$ cat src/rtl/tsc_regs.svh
// Register offsets, field positions, defaults and timing counts
`ifndef TSC_REGS_SVH
`define TSC_REGS_SVH
`define TSC_ADDR_STATUS   8'h00
`define TSC_ADDR_CTRL     8'h04
`define TSC_ADDR_WORD_A   8'h10
`define TSC_ADDR_WORD_D   8'h1C
`define TSC_CTRL_RESET    1'h0
`define TSC_RESP_OKAY     2'h0
`define TSC_RESP_DECERR   2'h3
`define TSC_STRAP_WAIT    2'h3
`define TSC_WORD_BITS     24
`define TSC_ADDR_HI       23
`define TSC_ADDR_LO       22
`define TSC_MODE_HI       11
`define TSC_MODE_LO       10
`define TSC_MODSEL_BIT    19
`define TSC_A_FIXED       12'h07C
`define TSC_B_FIXED       12'h73A
`define TSC_D_FIXED       5'h04
`define TSC_REF_868       10'h010
`define TSC_REF_433       10'h020
`define TSC_REF_915       10'h020
`define TSC_REF_315       10'h012
`define TSC_RXFB_868      17'h077F
`define TSC_RXFB_433      17'h0766
`define TSC_RXFB_915      17'h0FCF
`define TSC_RXFB_315      17'h02FE
`define TSC_TXFB_868      17'h0797
`define TSC_TXFB_433      17'h0796
`define TSC_TXFB_915      17'h0FFF
`define TSC_TXFB_315      17'h0319
`define TSC_CHI_868       5'h07
`define TSC_CHI_433       5'h02
`define TSC_CHI_915       5'h07
`define TSC_CHI_315       5'h00
`endif

$ cat src/rtl/tsc_pkg.sv
// Types shared by the transceiver control logic
package tsc_pkg;
  typedef enum logic [1:0] {mode_standby, mode_receive, mode_transmit, mode_idle} tsc_mode_type;
  typedef enum logic [1:0] {phase_wait, phase_standalone, phase_programmable} tsc_phase_type;
  typedef logic [21:0] tsc_payload_type;
endpackage

$ cat src/rtl/tsc_serial_if.sv
// Carrier between the top and the serial shifter
`timescale 1ns/1ps
`default_nettype none
interface tsc_serial_if;
  logic        enable;
  logic        sclk_rise;
  logic        sdata;
  logic        le_rise;
  logic [23:0] word;
  logic        word_strobe;
  modport ctrl    (output enable, output sclk_rise, output sdata, output le_rise,
                   input word, input word_strobe);
  modport shifter (input enable, input sclk_rise, input sdata, input le_rise,
                   output word, output word_strobe);
endinterface
`default_nettype wire

$ cat src/rtl/tsc_sync.sv
// Two-flop pin synchroniser with rising-edge detect
`timescale 1ns/1ps
`default_nettype none
module tsc_sync #(
  parameter int WIDTH = 7
) (
  input  wire logic             sys_clk_i,
  input  wire logic             rst_i,
  input  wire logic [WIDTH-1:0] async_i,
  output logic      [WIDTH-1:0] level_o,
  output logic      [WIDTH-1:0] rise_o
);
  logic [WIDTH-1:0] meta;
  logic [WIDTH-1:0] dly;
  genvar i;
  for (i = 0; i < WIDTH; i++) begin : g_bit
    // Reset to low so undriven pins read as low
    always_ff @(posedge sys_clk_i) begin
      if (rst_i) begin
        meta[i]    <= 1'b0;
        level_o[i] <= 1'b0;
        dly[i]     <= 1'b0;
      end else begin
        meta[i]    <= async_i[i];
        level_o[i] <= meta[i];
        dly[i]     <= level_o[i];
      end
    end
    assign rise_o[i] = level_o[i] & ~dly[i];
  end
endmodule
`default_nettype wire

$ cat src/rtl/tsc_shift.sv
// 24-bit serial shift register and latch strobe
`timescale 1ns/1ps
`default_nettype none
module tsc_shift (
  input  wire logic    sys_clk_i,
  input  wire logic    rst_i,
  tsc_serial_if.shifter bus
);
  logic [23:0] shreg;
  always_ff @(posedge sys_clk_i) begin
    if (rst_i) begin
      shreg           <= 24'h00_0000;
      bus.word        <= 24'h00_0000;
      bus.word_strobe <= 1'b0;
    end else begin
      if (bus.enable && bus.sclk_rise) begin
        shreg <= {shreg[22:0], bus.sdata};
      end
      if (bus.enable && bus.le_rise) begin
        bus.word <= shreg;
      end
      bus.word_strobe <= bus.enable & bus.le_rise;
    end
  end
endmodule
`default_nettype wire

$ cat src/rtl/tsc_top.sv
// Transceiver mode, strap and serial control logic with AXI4-Lite access
// Summary of operation
// - Amplitude keying: amplifier off while data XOR data_invert is low, on while it is high.
// - Frequency keying: low data XOR data_invert closes pulling switch, high opens it.
// - After reset start stand-alone, defaults chosen by both frequency-select pins.
// - Frequency-select pins pick one of four default channels.
// - Receive dividers default per channel.
// - Transmit dividers default per channel.
// - Stand-alone: enable pins give standby, receive, transmit or idle.
// - Undriven enable pins read low, so the device sits in standby.
// - Stand-alone: modulation pin picks keying, gain pin picks amplifier gain.
// - First change on frequency-select 0 enters programmable mode for good.
// - Each serial clock rise shifts the data bit into 24 bits.
// - Latch-enable rise copies shift register into one of four latches.
// - Word splits into two address bits and 22 payload bits.
// - Only the last 24 bits clocked in are kept.
// - A word updates only its addressed latch.
// - Serial port accepts words in standby and in active modes.
// - Latch contents survive mode changes.
`timescale 1ns/1ps
`default_nettype none
`include "tsc_regs.svh"
module tsc_top (
  input  wire logic        sys_clk_i,
  input  wire logic        rst_i,
  input  wire logic [7:0]  s_axi_awaddr_i,
  input  wire logic        s_axi_awvalid_i,
  output logic             s_axi_awready_o,
  input  wire logic [31:0] s_axi_wdata_i,
  input  wire logic [3:0]  s_axi_wstrb_i,
  input  wire logic        s_axi_wvalid_i,
  output logic             s_axi_wready_o,
  output logic [1:0]       s_axi_bresp_o,
  output logic             s_axi_bvalid_o,
  input  wire logic        s_axi_bready_i,
  input  wire logic [7:0]  s_axi_araddr_i,
  input  wire logic        s_axi_arvalid_i,
  output logic             s_axi_arready_o,
  output logic [31:0]      s_axi_rdata_o,
  output logic [1:0]       s_axi_rresp_o,
  output logic             s_axi_rvalid_o,
  input  wire logic        s_axi_rready_i,
  input  wire logic        tx_data_in_i,
  input  wire logic        freq_sel0_latch_enable_i,
  input  wire logic        freq_sel1_lock_indicator_i,
  input  wire logic        rx_enable_serial_clock_i,
  input  wire logic        tx_enable_serial_data_i,
  input  wire logic        modulation_select_i,
  input  wire logic        amp_gain_select_pin_i,
  output logic             pa_enable_o,
  output logic             pulling_switch_closed_o,
  output logic [1:0]       op_mode_o,
  output logic             fsk_select_o,
  output logic             amp_high_gain_o,
  output logic             prog_mode_o,
  output logic [9:0]       rx_ref_divider_o,
  output logic [16:0]      rx_feedback_divider_o,
  output logic [9:0]       tx_ref_divider_o,
  output logic [16:0]      tx_feedback_divider_o
);
  logic [6:0]                 pin_raw;
  logic [6:0]                 pin_sync;
  logic [6:0]                 pin_rise;
  logic                       s_txd;
  logic                       s_fs0;
  logic                       s_fs1;
  logic                       s_re;
  logic                       s_te;
  logic                       s_mod;
  logic                       s_gain;
  tsc_pkg::tsc_phase_type     phase;
  tsc_pkg::tsc_phase_type     next_phase;
  logic [1:0]                 strap_cnt;
  logic                       strap_load;
  logic                       fs0_strap;
  logic                       fs1_strap;
  logic                       prog;
  logic [1:0]                 fs_code;
  logic [9:0]                 def_rx_ref;
  logic [9:0]                 def_tx_ref;
  logic [16:0]                def_rx_fb;
  logic [16:0]                def_tx_fb;
  logic [4:0]                 def_c_hi;
  tsc_pkg::tsc_payload_type   def_word [4];
  tsc_pkg::tsc_payload_type   ctrl_word [4];
  logic [1:0]                 wr_index;
  tsc_pkg::tsc_payload_type   wr_payload;
  tsc_pkg::tsc_mode_type      cur_mode;
  logic                       cur_fsk;
  logic                       data_eff;
  logic                       next_pa;
  logic                       next_pull;
  logic                       data_invert;
  logic                       aw_held;
  logic                       w_held;
  logic [7:0]                 aw_addr;
  logic [31:0]                w_data;
  logic [3:0]                 w_strb;
  logic                       aw_take;
  logic                       w_take;
  logic                       ar_take;
  logic                       wr_fire;
  logic                       next_aw_held;
  logic                       next_w_held;
  logic                       next_bvalid;
  logic                       next_rvalid;
  logic                       wr_mapped;
  logic                       rd_mapped;
  logic [31:0]                rd_value;
  logic [31:0]                status_word;
  tsc_serial_if               ser_bus ();

  assign pin_raw = {amp_gain_select_pin_i, modulation_select_i, tx_enable_serial_data_i,
                    rx_enable_serial_clock_i, freq_sel1_lock_indicator_i,
                    freq_sel0_latch_enable_i, tx_data_in_i};
  tsc_sync #(
    .WIDTH (7)
  ) u_sync (
    .sys_clk_i (sys_clk_i),
    .rst_i     (rst_i),
    .async_i   (pin_raw),
    .level_o   (pin_sync),
    .rise_o    (pin_rise)
  );
  assign s_txd  = pin_sync[0];
  assign s_fs0  = pin_sync[1];
  assign s_fs1  = pin_sync[2];
  assign s_re   = pin_sync[3];
  assign s_te   = pin_sync[4];
  assign s_mod  = pin_sync[5];
  assign s_gain = pin_sync[6];
  assign prog   = (phase == tsc_pkg::phase_programmable);

  assign ser_bus.enable    = prog;
  assign ser_bus.sclk_rise = pin_rise[3];
  assign ser_bus.sdata     = s_te;
  assign ser_bus.le_rise   = pin_rise[1];
  tsc_shift u_shift (
    .sys_clk_i (sys_clk_i),
    .rst_i     (rst_i),
    .bus       (ser_bus.shifter)
  );

  assign strap_load = (phase == tsc_pkg::phase_wait) && (strap_cnt == `TSC_STRAP_WAIT);
  always_comb begin
    next_phase = phase;
    case (phase)
      tsc_pkg::phase_wait: begin
        if (strap_load) next_phase = tsc_pkg::phase_standalone;
      end
      tsc_pkg::phase_standalone: begin
        if (s_fs0 != fs0_strap) next_phase = tsc_pkg::phase_programmable;
      end
      tsc_pkg::phase_programmable: next_phase = tsc_pkg::phase_programmable;
      default: next_phase = tsc_pkg::phase_wait;
    endcase
  end
  always_ff @(posedge sys_clk_i) begin
    if (rst_i) begin
      phase     <= tsc_pkg::phase_wait;
      strap_cnt <= 2'h0;
      fs0_strap <= 1'b0;
      fs1_strap <= 1'b0;
    end else begin
      phase <= next_phase;
      if (phase == tsc_pkg::phase_wait) strap_cnt <= strap_cnt + 2'h1;
      if (strap_load) begin
        fs0_strap <= s_fs0;
        fs1_strap <= s_fs1;
      end
    end
  end

  assign fs_code = {s_fs1, s_fs0};
  always_comb begin
    case (fs_code)
      2'h0: begin
        def_rx_ref = `TSC_REF_868;
        def_rx_fb  = `TSC_RXFB_868;
        def_tx_fb  = `TSC_TXFB_868;
        def_c_hi   = `TSC_CHI_868;
      end
      2'h1: begin
        def_rx_ref = `TSC_REF_433;
        def_rx_fb  = `TSC_RXFB_433;
        def_tx_fb  = `TSC_TXFB_433;
        def_c_hi   = `TSC_CHI_433;
      end
      2'h2: begin
        def_rx_ref = `TSC_REF_915;
        def_rx_fb  = `TSC_RXFB_915;
        def_tx_fb  = `TSC_TXFB_915;
        def_c_hi   = `TSC_CHI_915;
      end
      default: begin
        def_rx_ref = `TSC_REF_315;
        def_rx_fb  = `TSC_RXFB_315;
        def_tx_fb  = `TSC_TXFB_315;
        def_c_hi   = `TSC_CHI_315;
      end
    endcase
  end
  // Transmit reference equals the receive one on every channel
  assign def_tx_ref  = def_rx_ref;
  assign def_word[0] = {`TSC_A_FIXED, def_rx_ref};
  assign def_word[1] = {`TSC_B_FIXED, def_tx_ref};
  assign def_word[2] = {def_c_hi, def_rx_fb};
  assign def_word[3] = {`TSC_D_FIXED, def_tx_fb};

  assign wr_index   = ser_bus.word[`TSC_ADDR_HI:`TSC_ADDR_LO];
  assign wr_payload = ser_bus.word[`TSC_ADDR_LO-1:0];
  genvar gi;
  for (gi = 0; gi < 4; gi++) begin : g_latch
    always_ff @(posedge sys_clk_i) begin
      if (rst_i) begin
        ctrl_word[gi] <= 22'h00_0000;
      end else if (strap_load) begin
        ctrl_word[gi] <= def_word[gi];
      end else if (prog && ser_bus.word_strobe && wr_index == 2'(gi)) begin
        ctrl_word[gi] <= wr_payload;
      end
    end
  end

  assign cur_mode = prog ? tsc_pkg::tsc_mode_type'(ctrl_word[0][`TSC_MODE_HI:`TSC_MODE_LO])
                  : (phase == tsc_pkg::phase_wait) ? tsc_pkg::mode_standby
                  : tsc_pkg::tsc_mode_type'({s_te, s_re});
  assign cur_fsk   = prog ? ctrl_word[0][`TSC_MODSEL_BIT] : s_mod;
  assign data_eff  = s_txd ^ data_invert;
  assign next_pa   = (cur_mode == tsc_pkg::mode_transmit) && (cur_fsk || data_eff);
  assign next_pull = (cur_mode == tsc_pkg::mode_transmit) && cur_fsk && !data_eff;
  always_ff @(posedge sys_clk_i) begin
    if (rst_i) begin
      pa_enable_o             <= 1'b0;
      pulling_switch_closed_o <= 1'b0;
      op_mode_o               <= 2'h0;
      fsk_select_o            <= 1'b0;
      amp_high_gain_o         <= 1'b1;
      prog_mode_o             <= 1'b0;
      rx_ref_divider_o        <= 10'h000;
      rx_feedback_divider_o   <= 17'h0000;
      tx_ref_divider_o        <= 10'h000;
      tx_feedback_divider_o   <= 17'h0000;
    end else begin
      pa_enable_o             <= next_pa;
      pulling_switch_closed_o <= next_pull;
      op_mode_o               <= cur_mode;
      fsk_select_o            <= cur_fsk;
      amp_high_gain_o         <= !s_gain;
      prog_mode_o             <= prog;
      rx_ref_divider_o        <= ctrl_word[0][9:0];
      tx_ref_divider_o        <= ctrl_word[1][9:0];
      rx_feedback_divider_o   <= ctrl_word[2][16:0];
      tx_feedback_divider_o   <= ctrl_word[3][16:0];
    end
  end

  // Register slave: address and data held separately, so either may come first
  assign aw_take      = s_axi_awvalid_i && s_axi_awready_o;
  assign w_take       = s_axi_wvalid_i && s_axi_wready_o;
  assign ar_take      = s_axi_arvalid_i && s_axi_arready_o;
  assign wr_fire      = aw_held && w_held && !s_axi_bvalid_o;
  assign next_aw_held = (aw_held && !wr_fire) || aw_take;
  assign next_w_held  = (w_held && !wr_fire) || w_take;
  assign next_bvalid  = wr_fire || (s_axi_bvalid_o && !s_axi_bready_i);
  assign next_rvalid  = ar_take || (s_axi_rvalid_o && !s_axi_rready_i);
  assign wr_mapped    = (aw_addr == `TSC_ADDR_STATUS) || (aw_addr == `TSC_ADDR_CTRL)
                     || (aw_addr[1:0] == 2'h0 && aw_addr >= `TSC_ADDR_WORD_A
                         && aw_addr <= `TSC_ADDR_WORD_D);
  assign rd_mapped    = (s_axi_araddr_i == `TSC_ADDR_STATUS)
                     || (s_axi_araddr_i == `TSC_ADDR_CTRL)
                     || (s_axi_araddr_i[1:0] == 2'h0 && s_axi_araddr_i >= `TSC_ADDR_WORD_A
                         && s_axi_araddr_i <= `TSC_ADDR_WORD_D);
  assign status_word  = {25'h000_0000, fs1_strap, fs0_strap, pa_enable_o, fsk_select_o,
                         op_mode_o, prog_mode_o};
  assign rd_value = !rd_mapped ? 32'h0000_0000
                  : (s_axi_araddr_i == `TSC_ADDR_STATUS) ? status_word
                  : (s_axi_araddr_i == `TSC_ADDR_CTRL) ? {31'h0000_0000, data_invert}
                  : {8'h00, s_axi_araddr_i[3:2], ctrl_word[s_axi_araddr_i[3:2]]};
  always_ff @(posedge sys_clk_i) begin
    if (rst_i) begin
      aw_held         <= 1'b0;
      w_held          <= 1'b0;
      aw_addr         <= 8'h00;
      w_data          <= 32'h0000_0000;
      w_strb          <= 4'h0;
      data_invert     <= `TSC_CTRL_RESET;
      s_axi_awready_o <= 1'b0;
      s_axi_wready_o  <= 1'b0;
      s_axi_bvalid_o  <= 1'b0;
      s_axi_bresp_o   <= `TSC_RESP_OKAY;
      s_axi_arready_o <= 1'b0;
      s_axi_rvalid_o  <= 1'b0;
      s_axi_rresp_o   <= `TSC_RESP_OKAY;
      s_axi_rdata_o   <= 32'h0000_0000;
    end else begin
      aw_held         <= next_aw_held;
      w_held          <= next_w_held;
      s_axi_awready_o <= !next_aw_held && !next_bvalid;
      s_axi_wready_o  <= !next_w_held && !next_bvalid;
      s_axi_bvalid_o  <= next_bvalid;
      s_axi_rvalid_o  <= next_rvalid;
      s_axi_arready_o <= !next_rvalid;
      if (aw_take) aw_addr <= s_axi_awaddr_i;
      if (w_take) begin
        w_data <= s_axi_wdata_i;
        w_strb <= s_axi_wstrb_i;
      end
      if (wr_fire) begin
        s_axi_bresp_o <= wr_mapped ? `TSC_RESP_OKAY : `TSC_RESP_DECERR;
        if (aw_addr == `TSC_ADDR_CTRL && w_strb[0]) data_invert <= w_data[0];
      end
      if (ar_take) begin
        s_axi_rdata_o <= rd_value;
        s_axi_rresp_o <= rd_mapped ? `TSC_RESP_OKAY : `TSC_RESP_DECERR;
      end
    end
  end
endmodule
`default_nettype wire

$ cat config.mk
export PLATFORM = sky130hd
export DESIGN_NAME = tsc_top
export DESIGN_NICKNAME = d
export VERILOG_FILES = /design/src/rtl/tsc_pkg.sv /design/src/rtl/tsc_serial_if.sv /design/src/rtl/tsc_sync.sv /design/src/rtl/tsc_shift.sv /design/src/rtl/tsc_top.sv
export VERILOG_INCLUDE_DIRS = /design/src /design/src/rtl
export SDC_FILE = /design/constraint.sdc
export NUM_CORES = 1
export LEC_CHECK = 0
export BUFFER_PORTS_ARGS = -buffer_cell sky130_fd_sc_hd__buf_2
export CELL_PAD_IN_SITES_DETAIL_PLACEMENT = 1
export CELL_PAD_IN_SITES_GLOBAL_PLACEMENT = 1
export CORE_MARGIN = 2
export CORE_UTILIZATION = 40
export CTS_BUF_LIST = sky130_fd_sc_hd__clkbuf_4
export CTS_CLUSTER_SIZE = 40
export DETAILED_ROUTE_END_ITERATION = 10
export GPL_TIMING_DRIVEN = 0
export PLACE_DENSITY_LB_ADDON = 0.1
export RECOVER_POWER = 25
export SLEW_MARGIN = 40
export SYNTH_ARGS = -nofsm -noshare
export SYNTH_HDL_FRONTEND = slang
export SYNTH_SLANG_ARGS = --single-unit
export TNS_END_PERCENT = 100
$ cat constraint.sdc
create_clock -name sys_clk_i -period 3.1 [get_ports sys_clk_i]
set_input_delay 0.62 -clock sys_clk_i [delete_from_list [all_inputs] [get_ports sys_clk_i]]
set_output_delay 0.62 -clock sys_clk_i [all_outputs]
set_load 0.005 [all_outputs]
# Word level (Yosys, flattened, before mapping)
# Memories as Yosys holds them, arrays and structs flattened. A register that Yosys moved wholly into a read port is not among the register bits.
# Cells that the tools add are included.
# word_totals
regBits,142
latch_bits,0
mem_bits_rw,88
rom_bits,0
inputBits,66
out_inout_bits,102
elab_cells,179
mem_count,1
# classes
n_addsub,1
mul,0
div,0
order_cmp,4
eq_ne,14
shifts,0
muxes,44
n_bitwise,14
n_reduce_logical,57
# memory_table
name,depth,word_bits,read_ports,rd_clocked_by_memory_dff,wr,line,rtl
ctrl_word,4,22,5,3,4,tsc_top.sv:85,tsc_pkg::tsc_payload_type ctrl_word [4];
# op_table
op,count
$mux 22,8
$mux 24,3
$pmux 12 s3,2
$logic_and 1x1->1,27
$mux 1,22
$eq 8x3->1 const B,2
$ge 8x5->1 const B,2
$le 8x5->1 const B,2
$logic_not 8->1,2
$eq 2x2->1 const B,6
$mux 2,6
$pmux 6 s2,1
$logic_not 1->1,10
$logic_not 2->1,5
$logic_or 1x1->1,9
$or 1x1->1,8
$eq 2x1->1 const B,3
$pmux 2 s3,1
$pmux 3 s2,1
$ne 2x2->1 const B,2
$reduce_and 2->1,2
$reduce_or 2->1,2
$and 1x1->1,3
$add 2x1->2 const B,1
other kinds (3),4

# Longest topological paths before layout
# logic_depth
word_depth,8
mapped_depth,8
depth_no_buf,6

# By module
# Synthesis repeated with hierarchy kept, for this count alone.
# hier_totals
hier_cells,851
area_unflattened_um2,10327.4
# modules_own_cells
mod,instances,cells_each,area_each_um2,seq_area_each_um2
tsc_top,1,638,7763.7,4864.7
tsc_shift,1,162,1895.6,980.9
tsc_sync,1,51,668.1,420.4

# Worst setup path before layout
# Ideal clock, no wire load.
# synth_path
kind,flip-flop to flip-flop
from,reg phase[0]
to,mem ctrl_word[0][0] (netlist bit) (enable)
setup_ns,0.435
t_arrival_ns,2.430
required_ns,2.665
setup_slack_ns,0.234
stages_incl_launch_ff,5
n_path_buf,0
period_less_slack_ns,2.866
cell_sequence,dfxtp_1 inv_1 ha_1 nand2_2 o31ai_1
# synth_rtl
element,line,rtl
start: declaration,tsc_top.sv:71,tsc_pkg::tsc_phase_type phase;
start signal: assignment,tsc_top.sv:160,phase <= tsc_pkg::phase_wait;
start signal: assignment,tsc_top.sv:165,phase <= next_phase;
end: declaration,tsc_top.sv:85,

==> impl_metrics.yaml <==
run_status:
  outcome: "finished, final reports clean"
logic_synthesis:
  syn_inst: 890
  postSynthAreaPerCell_sq_um: 11.1
  yosys.area_share.simple_pct: 19.1
  ys_warn_count: 0
  ys_ff_latch: 264
  synth_top_family_by_area: "simple AND/OR/NAND/NOR gates"
  yosysSeqAreaShare_pct: 62.3
  synth_fa_ha_area_share_pct: 1.14
  muxShareOfSynthArea_pct: 5.41
  ys_types: 49
  async_reset_ff_share_pct: 0
  synth_xor_area_share_pct: 0.265
  synth_compound_area_share_pct: 8.49
  synth_edf_count: 88
  synth_area_sq_um: 9900
  yosys_most_used_dff: "dfxtp_1"
global_route:
  grt.overflow.total: 0
  grt_pass1_vias: 7531
  track_usage_pct: 21.4
  antenna_found_initial: 1
  grt_max_degree: 23
  grt_pass1_wl_microns: 42400
timing:
  fmax_ghz: 0.371
  post-route-min-period_ps: 2700
  period_share_pct: 87.0
  hold_viol_final: 0
  setup_viol: 0
  fin_tns_setup_ps: 0
  drv_slew: 0
  slew_headroom_pct: 42.6
  worstMarginPinSlew_ps: 861
  fin_skew_ps: 46.4
  rsz0062_at_grt: "no"
worst_setup_path:
  path_delay_family: "compound AO/OA/AOI/OAI gates"
  start_kind: "flop"
  critPathSlowestCell: "a21oi_1"
  crit_fanout: 22
  end_kind: "flop"
  crit_required_ps: 3270
  critPathBufInv: 2
  path_class: "reg2reg"
  path_cells: "inv_1 > ha_1 > buf_2 > a21oi_1 > nand2_2"
  worstPathArrival_ps: 2870
  max_stage_delay_ps: 680
final_layout:
  fin_util_pct: 49.3
  nets: 1174
  area_growth_pct: 21.0
  fillCellCount: 2791
  final_area_sq_um: 12000
  multiInputGateArea_sq_um: 3490
  drive_gt1_share_pct: 25.7
  seqCellArea_sq_um: 6170
  final-instance-count-excl-fill: 1482
floorplanning:
  core_sq_um: 24300
  io_pins: 168
  die_h_microns: 161
  die_w_microns: 161
  dieArea_sq_um: 26000
  rows: 57
  start_util_pct: 40.7
cts:
  cts_setup_buffers: 0
  cts_resized: 0
  cts_buffers: 72
  cts.path.max_buffers: 3
  cts-hold-fix-buffers: 0
  worst_skew_pair.late_latency_ps: 650
  clock_sinks: 264
  cts_tree: "done"
  clkTransAtPathRegs_ps: 70
  h-tree-depth: 3
  cts_root_buf: "clkbuf_4"
placed_design:
  place_area_sq_um: 11000
  gp_congestion: 0.816
  port-buffer-count: 123
  dp.cells: 1349
  dpl.hpwl_microns: 19500
route:
  dr.pass1.iters: 4
  drc: 0
  drt_iter0_markers: 406
  via_count: 7272
  totalWireLength_microns: 27100
  wire_per_inst_microns: 18.3
  ant_nets: 0
  vias_per_cell: 4.91
pwr:
  vdd_drop_max_v: 0.000263
  p_per_area_nw_per_um2: 637
  power_leakage_nw: 4.93
job:
  drv_cap: 0
min_path:
  worstHoldPathType: "in2reg"
## worst paths after layout
check | to | startpoint | slack (ps) | depth (start not counted)
max | ctrl_word[1][12] | phase[0] | 400 | 5
min | u_sync.meta[6] | amp_gain_select_pin_i | 210 | 2
max reg2reg | ctrl_word[1][12] | phase[0] | 400 | 5
min reg2reg | amp_high_gain_o | u_sync.level_o[6] | 390 | 1
## where the power goes
| group | switching [W] | internal [W] | total [W] |
|---|---|---|---|
| clock | 0.00140 | 0.00173 | 0.00313 |
| combinational | 0.000344 | 0.000249 | 0.000592 |
| sequential | 0.0000949 | 0.00382 | 0.00391 |
| total | 0.00184 | 0.00579 | 0.00764 |
## worst reg2reg max path: cells and delay by family (launching register included)
kind                       cells  cell delay (ps)
adders and majority gates      1              190
DFF                            1              390
buffers and inverters          2              260
AOI/OAI and AO/OA              1              690
and+or+nand+nor                1              670
## flip-flops by register name (all words and copies together) (netlist names), 7 cells and up
name                   cells
aw_addr                    8
tx_feedback_divider_o     17
tx_ref_divider_o          10
ctrl_word                 88
u_shift.bus.word          24
u_sync.meta                7
rx_feedback_divider_o     17
u_shift.shreg             24
rx_ref_divider_o          10
s_axi_rdata_o             24
u_sync.level_o             7
## logic make-up after synthesis
group	after synthesis
multiplexers	26
flip-flops	264
buffers and inverters	69
adder cells (fa/ha/maj)	9
AND/OR/NAND/NOR	380
XOR/XNOR	3
AO/OA/AOI/OAI	138
other	1
## final cells by class
class,instances,area share (%)
inverters,7,0.219
clock buffers,112,7.02
well taps,324,3.38
flip-flops and latches,264,51.5
clock inverters,19,0.825
repair buffers,128,5.49
multi-input cells,564,29.1
plain buffers,62,2.43
diodes,2,0.0418
## stage by stage
step | total power, W | hold slack, ps | setup WS [ps]
2_1_floorplan | 0.00431 | 356 | 234
3_3_place_gp | 0.00456 | 366 | -1490
3_5_place_dp | 0.00459 | 376 | 171
4_1_cts | 0.00776 | 158 | 459
5_1_grt | 0.00803 | 177 | 295
6_report | 0.00764 | 213 | 403
## layout by cell type (no fill, tap or decap), types with 4 or more instances in the layout
cell type  netlist  routed
edfxtp_1        88      88
nor3_1           5       5
and2_1          44      44
buf_4           11      12
clkbuf_4         0     112
dfxtp_1        176     176
nand3b_1         4       4
a22oi_1         23      23
o21ai_0         12      11
clkinv_1         0      14
mux2i_1          4       4
nand2b_1         4       4
inv_1            7       7
conb_1           1       8
nor2_1          42      42
buf_2           11     126
clkbuf_1        29      41
mux4_2          22      22
ha_1             9       9
a21o_1          11      11
nor2b_1         72      72
a22o_1           8       8
a21oi_1         73      73
nand2_1        183     181
buf_1           10       7
## cell usage after synthesis, types with 4 or more instances
master | number | area, sq um
and2_1 | 44 | 275
ha_1 | 9 | 113
dfxtp_1 | 176 | 3520
edfxtp_1 | 88 | 2640
a22oi_1 | 23 | 173
buf_4 | 11 | 82.6
nor2_1 | 42 | 158
nand3b_1 | 4 | 30.0
a21o_1 | 11 | 82.6
nand2b_1 | 4 | 25.0
clkbuf_1 | 29 | 109
a21oi_1 | 73 | 365
buf_2 | 11 | 55.1
buf_1 | 10 | 37.5
inv_1 | 7 | 26.3
mux2i_1 | 4 | 40.0
nor3_1 | 5 | 25.0
mux4_2 | 22 | 495
nand2_1 | 183 | 687
o21ai_0 | 12 | 60.1
nor2b_1 | 72 | 450
a22o_1 | 8 | 70.1
## per-layer routing
layer | part of all wire [%] | GRT usage (%)
met3 | 5.4 | 4.52
met2 | 48 | 35.5
met5 | 0 | 0
met1 | 45 | 28.2
met4 | 1.9 | 6.37
(Power assumes the default switching activity.)
